<file path="src/hw/dac_host_pkg.sv">
// constants for the host controller of a double-buffered 16-bit converter
package dac_host_pkg;
    localparam int DATA_W = 16;
    localparam int FIFO_DEPTH = 8;
    localparam int CLK_PERIOD_NS = 10;
    // write strobe low time, least 50 ns; single-buffered needs 80 ns
    localparam int WP_NS = 80;
    localparam int WP_CYC = (WP_NS + CLK_PERIOD_NS - 1) / CLK_PERIOD_NS;
    // selects valid before strobe end, least 50 ns
    localparam int AW_NS = 50;
    localparam int AW_CYC = (AW_NS + CLK_PERIOD_NS - 1) / CLK_PERIOD_NS;
    // hold after strobe end, least 10 ns
    localparam int AH_NS = 10;
    localparam int AH_CYC = (AH_NS + CLK_PERIOD_NS - 1) / CLK_PERIOD_NS;
    // clear pulse, least 200 ns
    localparam int CP_NS = 200;
    localparam int CP_CYC = (CP_NS + CLK_PERIOD_NS - 1) / CLK_PERIOD_NS;
    localparam int CNT_W = 6;
    localparam logic [15:0] CODE_FULL = 16'h7fff;
    localparam logic [15:0] CODE_ZERO = 16'h8000;
    localparam logic [15:0] CODE_HALF = 16'h0000;
    localparam logic [15:0] CODE_3Q = 16'h4000;
    localparam logic [15:0] CODE_1Q = 16'hc000;
    localparam int STEP_UV_X10 = 1520;
    typedef enum logic [2:0] {
        ST_IDLE = 3'b000,
        ST_SETUP = 3'b001,
        ST_STROBE = 3'b010,
        ST_HOLD = 3'b011,
        ST_CLEAR = 3'b100
    } host_state_t;
endpackage

</file>
<file path="src/hw/dac_host_ctrl.sv">
// host controller driving the converter's latch pins from a word queue
`timescale 1ns/1ps
module dac_host_ctrl
    import dac_host_pkg::*;
(
    // clock and reset
    input wire logic core_clk,
    input wire logic rst,
    // user word queue: sel[0] input latch, sel[1] converter latch
    input wire logic wr_valid,
    output logic wr_ready,
    input wire logic [dac_host_pkg::DATA_W-1:0] wr_word,
    input wire logic [1:0] wr_sel,
    // user clear request, one-cycle pulse
    input wire logic clear_req,
    // status
    output logic busy,
    // converter pins
    output logic [dac_host_pkg::DATA_W-1:0] data_bus,
    output logic write_strobe_n,
    output logic input_stage_enable_n,
    output logic dac_stage_enable_n,
    output logic half_scale_force_n
);
    import dac_host_pkg::*;

    logic fifo_valid;
    logic fifo_ready;
    logic [DATA_W+1:0] fifo_out;
    host_state_t state_q;
    logic [CNT_W-1:0] cnt_q;
    logic clear_pend_q;

    // word and selects travel together so enables stay tied to their data
    word_fifo #(.WIDTH(DATA_W + 2), .DEPTH(FIFO_DEPTH)) u_fifo (
        .core_clk(core_clk),
        .rst(rst),
        .in_valid(wr_valid),
        .in_ready(wr_ready),
        .in_data({wr_sel, wr_word}),
        .out_valid(fifo_valid),
        .out_ready(fifo_ready),
        .out_data(fifo_out)
    );

    // fifo only drains when a write starts, so a long clear back-pressures the user
    assign fifo_ready = (state_q == ST_IDLE) && !clear_pend_q && !clear_req;

    // clear request waits until any write in flight has ended
    always_ff @(posedge core_clk) begin
        if (rst) begin
            clear_pend_q <= 1'b0;
        end else if (clear_req && (state_q != ST_IDLE)) begin
            // idle serves the request at once; remembering it there would clear twice
            clear_pend_q <= 1'b1;
        end else if (state_q == ST_IDLE) begin
            clear_pend_q <= 1'b0;
        end
    end

    always_ff @(posedge core_clk) begin
        if (rst) begin
            state_q <= ST_CLEAR;
            cnt_q <= '0;
        end else begin
            case (state_q)
                ST_IDLE: begin
                    cnt_q <= '0;
                    if (clear_pend_q || clear_req) begin
                        state_q <= ST_CLEAR;
                    end else if (fifo_valid) begin
                        state_q <= ST_SETUP;
                    end
                end
                // selects and data settle one cycle before the strobe falls
                ST_SETUP: begin
                    state_q <= ST_STROBE;
                end
                ST_STROBE: begin
                    if (cnt_q == CNT_W'(WP_CYC - 1)) begin
                        cnt_q <= '0;
                        state_q <= ST_HOLD;
                    end else begin
                        cnt_q <= cnt_q + 1'b1;
                    end
                end
                ST_HOLD: begin
                    state_q <= ST_IDLE;
                end
                ST_CLEAR: begin
                    if (cnt_q == CNT_W'(CP_CYC - 1)) begin
                        cnt_q <= '0;
                        state_q <= ST_IDLE;
                    end else begin
                        cnt_q <= cnt_q + 1'b1;
                    end
                end
                default: begin
                    state_q <= ST_IDLE;
                    cnt_q <= '0;
                end
            endcase
        end
    end

    // pins: data and selects latched at pop, held through strobe and hold
    // every converter pin is driven from reset on, so none is left floating
    always_ff @(posedge core_clk) begin
        if (rst) begin
            data_bus <= CODE_HALF;
            input_stage_enable_n <= 1'b1;
            dac_stage_enable_n <= 1'b1;
        end else if (fifo_valid && fifo_ready) begin
            data_bus <= fifo_out[DATA_W-1:0];
            input_stage_enable_n <= !fifo_out[DATA_W];
            dac_stage_enable_n <= !fifo_out[DATA_W+1];
        end else if (state_q == ST_HOLD) begin
            // selects released after strobe rises, giving the hold time
            input_stage_enable_n <= 1'b1;
            dac_stage_enable_n <= 1'b1;
        end
    end

    always_ff @(posedge core_clk) begin
        if (rst) begin
            write_strobe_n <= 1'b1;
        end else begin
            write_strobe_n <= !((state_q == ST_SETUP) ||
                ((state_q == ST_STROBE) && (cnt_q != CNT_W'(WP_CYC - 1))));
        end
    end

    // reset drives clear so the converter starts at half scale
    always_ff @(posedge core_clk) begin
        if (rst) begin
            half_scale_force_n <= 1'b0;
        end else begin
            // low for every clear state cycle, CP_CYC in all, meeting the minimum
            half_scale_force_n <= (state_q != ST_CLEAR);
        end
    end

    always_ff @(posedge core_clk) begin
        if (rst) begin
            busy <= 1'b1;
        end else begin
            busy <= (state_q != ST_IDLE) || fifo_valid;
        end
    end

    // strobe is low exactly WP_CYC cycles
    a_strobe_width: assert property (@(posedge core_clk) disable iff (rst)
        $fell(write_strobe_n) |-> !write_strobe_n [*8] ##1 write_strobe_n)
        else $error("write strobe width wrong");

    // selects never change while strobe is low
    a_sel_stable: assert property (@(posedge core_clk) disable iff (rst)
        !write_strobe_n && !$fell(write_strobe_n) |->
        $stable(input_stage_enable_n) && $stable(dac_stage_enable_n))
        else $error("latch enable changed during strobe");

    // data stable while strobe is low
    a_data_stable: assert property (@(posedge core_clk) disable iff (rst)
        !write_strobe_n && !$fell(write_strobe_n) |-> $stable(data_bus))
        else $error("data changed during strobe");

    // no write while clear is asserted
    a_clear_excl: assert property (@(posedge core_clk) disable iff (rst)
        !half_scale_force_n |-> write_strobe_n)
        else $error("write during clear");

    // a queued word must not open a latch while clear is low
    a_clear_idle: assert property (@(posedge core_clk) disable iff (rst)
        !half_scale_force_n |-> input_stage_enable_n && dac_stage_enable_n)
        else $error("latch enabled during clear");

    // clear pulse lasts CP_CYC cycles, checked as three runs of low
    a_clear_width: assert property (@(posedge core_clk) disable iff (rst)
        $fell(half_scale_force_n) |-> !half_scale_force_n [*8] ##1
        !half_scale_force_n [*8] ##1 !half_scale_force_n [*4] ##1 half_scale_force_n)
        else $error("clear pulse width wrong");

    // a no-enable write still strobes, so only settling is required here
    a_sel_setup: assert property (@(posedge core_clk) disable iff (rst)
        $fell(write_strobe_n) |-> $stable(input_stage_enable_n) &&
        $stable(dac_stage_enable_n) && $stable(data_bus))
        else $error("strobe fell with unsettled select");

    // selects still held as the strobe rises, giving the hold time
    a_sel_hold: assert property (@(posedge core_clk) disable iff (rst)
        $rose(write_strobe_n) |->
        $stable(input_stage_enable_n) && $stable(dac_stage_enable_n))
        else $error("enables moved at strobe end");

    // enables release one cycle after strobe rises
    a_sel_release: assert property (@(posedge core_clk) disable iff (rst)
        $rose(write_strobe_n) |-> ##1 (input_stage_enable_n && dac_stage_enable_n))
        else $error("enables not released after write");

    // a clear request reaches the pin within one write time
    a_clear_resp: assert property (@(posedge core_clk) disable iff (rst)
        clear_req |-> ##[1:14] !half_scale_force_n)
        else $error("clear request not served");
endmodule

</file>
<file path="src/hw/word_fifo.sv">
// small synchronous fifo with valid/ready on both sides
`timescale 1ns/1ps
module word_fifo #(
    parameter int WIDTH = 16,
    parameter int DEPTH = 8
) (
    // clock and reset
    input wire logic core_clk,
    input wire logic rst,
    // fill side
    input wire logic in_valid,
    output logic in_ready,
    input wire logic [WIDTH-1:0] in_data,
    // drain side
    output logic out_valid,
    input wire logic out_ready,
    output logic [WIDTH-1:0] out_data
);
    localparam int AW = $clog2(DEPTH);
    logic [WIDTH-1:0] mem_q [DEPTH];
    logic [AW-1:0] wr_q;
    logic [AW-1:0] rd_q;
    logic [AW:0] cnt_q;
    logic [AW:0] cnt_d;
    logic push;
    logic pop;

    // ready is a flop so the user side never sees the count adder
    assign cnt_d = cnt_q + (AW+1)'(push) - (AW+1)'(pop);
    assign out_valid = (cnt_q != '0);
    assign out_data = mem_q[rd_q];
    assign push = in_valid && in_ready;
    assign pop = out_valid && out_ready;

    always_ff @(posedge core_clk) begin
        if (push) begin
            mem_q[wr_q] <= in_data;
        end
    end

    always_ff @(posedge core_clk) begin
        if (rst) begin
            wr_q <= '0;
            rd_q <= '0;
            cnt_q <= '0;
            in_ready <= 1'b1;
        end else begin
            if (push) begin
                wr_q <= (wr_q == AW'(DEPTH-1)) ? '0 : wr_q + 1'b1;
            end
            if (pop) begin
                rd_q <= (rd_q == AW'(DEPTH-1)) ? '0 : rd_q + 1'b1;
            end
            cnt_q <= cnt_d;
            in_ready <= (cnt_d != (AW+1)'(DEPTH));
        end
    end
endmodule

</file>
<file path="config.mk">
export PLATFORM = sky130hd
export DESIGN_NAME = dac_host_ctrl
export DESIGN_NICKNAME = d
export VERILOG_FILES = /design/src/hw/dac_host_pkg.sv /design/src/hw/dac_host_ctrl.sv /design/src/hw/word_fifo.sv
export SDC_FILE = /design/constraint.sdc
export NUM_CORES = 1
export LEC_CHECK = 0
export BUFFER_PORTS_ARGS = -buffer_cell sky130_fd_sc_hd__buf_2
export CAP_MARGIN = 10
export CORE_ASPECT_RATIO = 0.75
export CORE_UTILIZATION = 63
export CTS_BUF_LIST = sky130_fd_sc_hd__clkbuf_8
export DETAILED_ROUTE_END_ITERATION = 12
export PLACE_DENSITY_LB_ADDON = 0.05
export SYNTH_ARGS = -nofsm -noshare
export SYNTH_HDL_FRONTEND = slang
export SYNTH_SLANG_ARGS = --single-unit
</file>
<file path="constraint.sdc">
create_clock -name core_clk -period 3.4 [get_ports core_clk]
set_input_delay 0.51 -clock core_clk [delete_from_list [all_inputs] [get_ports core_clk]]
set_output_delay 0.51 -clock core_clk [all_outputs]
set_load 0.1 [all_outputs]
</file>
==> results of run 1 <==
==> synthesized netlist by cell type, drive strengths merged (2+ instances only) <==
master / n / area (sq um)
nand4: 2 / 12.5
xor2: 2 / 17.5
or3b: 2 / 17.5
dfxtp: 45 / 901
inv: 8 / 32.5
xnor2: 5 / 43.8
clkbuf: 5 / 18.8
nand2b: 7 / 51.3
nor2b: 4 / 25.0
a211oi: 16 / 125
edfxtp: 144 / 4320
buf: 17 / 119
a21o: 3 / 22.5
nor3: 12 / 65.1
nand2: 20 / 75.1
or3: 4 / 25.0
mux2i: 19 / 190
a21oi: 14 / 73.8
a31oi: 5 / 31.3
ha: 10 / 125
a221oi: 2 / 23.8
nor2: 31 / 116
nand3b: 3 / 22.5
mux4: 36 / 811
==> placed cells by master, fill, tap and decap left out, types with 5 or more instances in the layout <==
cell type,instances
clkbuf_8,17
xnor2_1,5
nor2_1,31
nor3_2,5
buf_2,43
buf_4,12
nand2_1,20
a21oi_1,13
mux2i_1,19
ha_1,10
nor3_1,7
mux4_2,36
a31oi_1,5
edfxtp_1,144
dfxtp_1,44
inv_1,9
nand2b_1,6
a211oi_1,15
==> worst max-delay path, cell delays in order (launching register included) <==
cell      delay, ps
dfxtp_1         320
inv_1            70
ha_1            130
or3b_1          400
nand3_4         180
inv_4            40
ha_1            270
inv_1            40
ha_1            210
fa_1            460
nor3_1          190
nand3b_1        100
==> metal layers <==
metal / up-vias / global-route usage
li1: 1772 / -
met1: 1945 / 0.323
met2: 91 / 0.379
met3: 10 / 0.0467
met4: 0 / 0.0714
met5: - / 0
==> stage by stage <==
step	cells	setup WS (ps)	cell area (sq um)	utilization	total power, uW
2_1_floorplan	427	104	7380	-	3000
3_3_place_gp	601	979	7780	0.698	3130
3_5_place_dp	601	879	7780	0.698	3150
4_1_cts	632	860	8140	0.730	4490
5_1_grt	632	696	8140	0.730	4630
6_report	633	866	8150	0.731	4470
==> kinds of logic after synthesis <==
kind of cell	share of synthesized area
fa+ha+maj	0.0197
mux	0.136
compound gates	0.0431
xor+xnor	0.00831
simple gates	0.0621
buf+inv	0.0231
flops	0.708
==> power groups by stage <==
stage / sequential [uW] / clock, uW / combinational [uW]
floorplan: 2730 / 0 / 265
global placement: 2710 / 0 / 420
detailed placement: 2720 / 0 / 436
CTS: 2660 / 1390 / 438
global route: 2670 / 1480 / 477
finish: 2660 / 1370 / 437
==> path summary, 6_finish.rpt <==
path / end / slack, ps / depth (start not counted)
setup reg to reg: u_fifo.in_ready / 870 / 11
setup / recovery: u_fifo.in_ready / 870 / 11
hold / removal: u_fifo.mem_q[0][10] / 330 / 1
hold reg to reg: data_bus[5] / 500 / 2
==> flip-flops by register name, summed over array words and instances, names as in the netlist, 3 cells and up, named ones only <==
register,count
u_fifo.mem_q,144
data_bus,16
cnt_q,6
u_fifo.cnt_q,4
state_q,3
u_fifo.rd_q,3
u_fifo.wr_q,3
==> final cells by class <==
type	count	share of cell area
flip-flops and latches	189	0.642
multi-input cells	208	0.248
repair buffers	56	0.0399
clock buffers	17	0.0287
well taps	140	0.0215
clock inverters	14	0.0161
inverters	8	0.00399
diodes	1	0.000307
==> results.toml, run 1 <==
[sta]
period_share = 0.745
slew_headroom = 0.358
tightest_slew_ps = 962
hold_viol = 0
skew_ps = 13.4
finalSetupViolCount = 0
timing.setup.tns_ps = 0
fin_crit_ps = 2530
slew_viol_final = 0
whs_ps = 333
timing.fmax_mhz = 395
rsz0062_at_grt = "false"

[clock_network]
clock-sinks = 189
post_cts_buffers = 0
htree_levels = 4
ctsResizeCount = 0
cts_made_buffers = 17
holdBufCountCts = 0
cts_root_buf = "clkbuf_8"
clock_latency_ps = 440
cts_tree = "yes"
path_clk_slew_ps = 90
ctsLongestPathBuffers = 2

[synthesis]
ys_ff_latch = 189
synth_top_flop_cell = "edfxtp_1"
synth_edf_count = 144
seq_area_frac_synth = 0.708
synth.distinct_cells = 44
yosys_warnings = 0
syn-cell-area_sq_um = 7380
synthesis.nets = 460
async_flop_share = 0
synthCells = 427
syn_area_per_cell_sq_um = 17.3

[worst_hold_path]
hold_path_class = "in -> reg"
min_from = "wr_word[10]"

[drt]
drc = 0
drtAntennaViolNets = 0
dr_total_vias = 3818
wl_um = 13100
firstDrtPassIters = 4
dr_wl_met2_um = 6390
via_per_inst = 6.03
first_iter_violations = 350
met3_length_um = 608
drt-met1-wl_um = 5990
highest_layer = "met4"
route.detailed.wl_per_inst_um = 20.7

[global_routing]
grt_first_pass_wirelength_um = 20200
grt_start_max_net_pins = 48
grt_pass1_vias = 3717
track_usage = 0.232
antenna_found_initial = 1
grt-ovfl-total = 0

[power]
powerDensity_nw_per_um2 = 549
combPwrFrac = 0.098
intPower_uw = 3420
clockPowerShare = 0.307
p_leak_uw = 0.00262
ir_drop_mv = 0.411
switching_share = 0.236
seq_power_share = 0.595
switchingPower_uw = 1060

[finish]
syn_to_final_growth_pct = 10.4
drive_gt1_frac = 0.266
final_nets = 513
area.sequential_sq_um = 5230
fill_cells = 685
multiInputGateArea_sq_um = 2020

[floorplan]
die_h_um = 95.7
die-area_sq_um = 12200
rows = 33
core_area_sq_um = 11100
die_w_um = 127
initial_core_util = 0.662
num_io_pins = 44

[status]
status = "completed"

[critical_path]
crit_arrival_ps = 2860
cp_max_fo = 10
r2r-start = "u_fifo.cnt_q[2]"
crit_start = "u_fifo.cnt_q[2]"
crit_type = "reg -> reg"
cp-end-kind = "register"
critPathRequiredTime_ps = 3720
worstSetupStartpointType = "register"

[placed_design]
dp_hpwl_um = 7800
gp_congestion = 0.800
portBuffers = 43

[flow_run]
max_cap_violations = 0
No activity file was read; power rests on OpenSTA's default activity.
==> inputs of run 2 (changes only) <==
==> constraint.sdc (replaced) <==
create_clock -name core_clk -period 2.5 [get_ports core_clk]
set_input_delay 0.375 -clock core_clk [delete_from_list [all_inputs] [get_ports core_clk]]
set_output_delay 0.375 -clock core_clk [all_outputs]
set_load 0.1 [all_outputs]
==> run 2 against run 1 <==
Compared with the run above: via count increased by 1.2%; sequential power increased by 36%; combinational power up 38%; register-to-register slack got worse by 730 ps; die area unchanged; non-clock buffer count increased by 7; first-iteration DRC count is 10% higher; final area is 1.1% higher; critical path depth is the same; fmax is 7.1% higher; sequential share of layout area decreased by 0.71 points; critical endpoint unchanged.
==> results.toml, run 2 (synthesis results as in run 1) <==
[sta]
timing.setup.tns_ps = 0
finalSetupViolCount = 0
rsz0062_at_grt = "false"
setup_slack_ps = 133
fin_crit_ps = 2370
period_share = 0.947
slew_headroom = 0.582
skew_ps = 14.3
timing.fmax_mhz = 423
tightest_slew_ps = 627
hold_viol = 0
slew_viol_final = 0

[status]
status = "completed"

[critical_path]
slowest_delay_ps = 450
worstPathCellList = "inv_1, ha_1, or3b_4, nand3_4, inv_4, ha_1, inv_1, ha_1, fa_1, nor3_1, nand3b_1"
crit_start = "u_fifo.cnt_q[2]"
critPathBufInv = 3
worst-path-stages = 11
r2r-start = "u_fifo.cnt_q[2]"
path_delay_family = "adder cells"
r2r_cells = 11
cp-end-kind = "register"
critPathRequiredTime_ps = 2840
r2r_end = "u_fifo.in_ready"
crit_top_cell = "ha_1"
worstSetupStartpointType = "register"
crit_end = "u_fifo.in_ready"
cp_max_fo = 2
crit_arrival_ps = 2710
cp_slowest_cell = "fa_1"
crit_type = "reg -> reg"
rrSetupSlack_ps = 130

[finish]
top_regs = "u_fifo.mem_q x144, data_bus x16, cnt_q x6"
antenna_cells = 0
final_common_cell = "edfxtp_1"
largest_reg_flops = 144
finish.utilization = 0.739
top_register = "u_fifo.mem_q"
mostFrequentLayoutCells = "144 x edfxtp_1, 43 x dfxtp_1, 43 x buf_2, 36 x mux4_2, 28 x nor2_1"
drive_gt1_frac = 0.292
syn_to_final_growth_pct = 11.6
final_nets = 520

[global_routing]
grt_start_max_net_pins = 35
grt_pass1_vias = 3799
grt-ovfl-total = 0
grt_first_pass_wirelength_um = 20300
antenna_found_initial = 0
track_usage = 0.234

[floorplan]
die_h_um = 95.7
core_area_sq_um = 11100
die-area_sq_um = 12200
initial_core_util = 0.662
die_w_um = 127
rows = 33
num_io_pins = 44

[clock_network]
cts_root_buf = "clkbuf_8"
clock-sinks = 189
ctsResizeCount = 0
htree_levels = 4
clock_latency_ps = 460
cts_tree = "yes"
post_cts_buffers = 0
cts_made_buffers = 17
holdBufCountCts = 0
path_clk_slew_ps = 90
ctsLongestPathBuffers = 2

[drt]
first_iter_violations = 386
drc = 0
route.detailed.wl_per_inst_um = 19.9
drtAntennaViolNets = 0
dr_total_vias = 3863
firstDrtPassIters = 4
via_per_inst = 6.04
wl_um = 12800

[power]
powerDensity_nw_per_um2 = 746
ir_drop_mv = 0.546
p_leak_uw = 0.00267

[worst_hold_path]
hold_path_class = "in -> reg"

[placed_design]
gp_congestion = 0.773
portBuffers = 43
post-place-ws_ps = 130
dp_hpwl_um = 7740

[flow_run]
max_cap_violations = 0
run 2: how the worst min path moves through the flow:
| stage | start | end | slack [ps] | cells after the start |
|---|---|---|---|---|
| floorplan | u_fifo.rd_q[1] | register | 460 | 2 |
| global placement | u_fifo.rd_q[1] | u_fifo.rd_q[1] | 470 | 2 |
| detailed placement | u_fifo.rd_q[2] | register | 480 | 2 |
| CTS | wr_word[9] | u_fifo.mem_q[4][9] | 170 | 1 |
| global route | wr_word[9] | u_fifo.mem_q[4][9] | 170 | 1 |
| finish | wr_word[9] | u_fifo.mem_q[4][9] | 180 | 1 |
run 2: power by group:
group / total [uW] / internal [uW] / switching (uW) / leakage [uW]
Sequential: 3620 / 3560 / 64.7 / 0.00167
Clock: 1920 / 899 / 1020 / 0.000199
Combinational: 605 / 242 / 363 / 0.000804
Total: 6150 / 4700 / 1450 / 0.00267
run 2: cell type report:
class / count / area, sq um
inverter: 8 / 32.5
clock inverter: 14 / 130
timing repair buffer: 63 / 390
multi-input combinational: 208 / 2030
fill: 674 / 2910
tap: 140 / 175
sequential: 189 / 5230
clock buffer: 18 / 248
run 2: worst register-to-register path, delay by kind of cell, from the launching register on:
family / cells / cell delay (ps)
flops: 1 / 310
fa+ha+maj: 4 / 1050
buf+inv: 3 / 130
simple gates: 4 / 770
run 2: routing by layer:
layer | GRT usage | routed length [um] | vias up
met5 | 0 | 0 | -
met4 | 0.0883 | 161 | 0
met3 | 0.0411 | 552 | 20
met2 | 0.366 | 6030 | 105
met1 | 0.339 | 6020 | 1952
li1 | - | - | 1786
run 2: metrics by stage:
stage / instance area [sq um] / hold WS [ps] / power [uW] / instances
floorplan: 7430 / 462 / 4100 / 427
global route: 8240 / 170 / 6380 / 640
detailed placement: 7860 / 476 / 4300 / 608
finish: 8240 / 181 / 6150 / 640
CTS: 8240 / 166 / 6180 / 640
global placement: 7860 / 472 / 4270 / 608
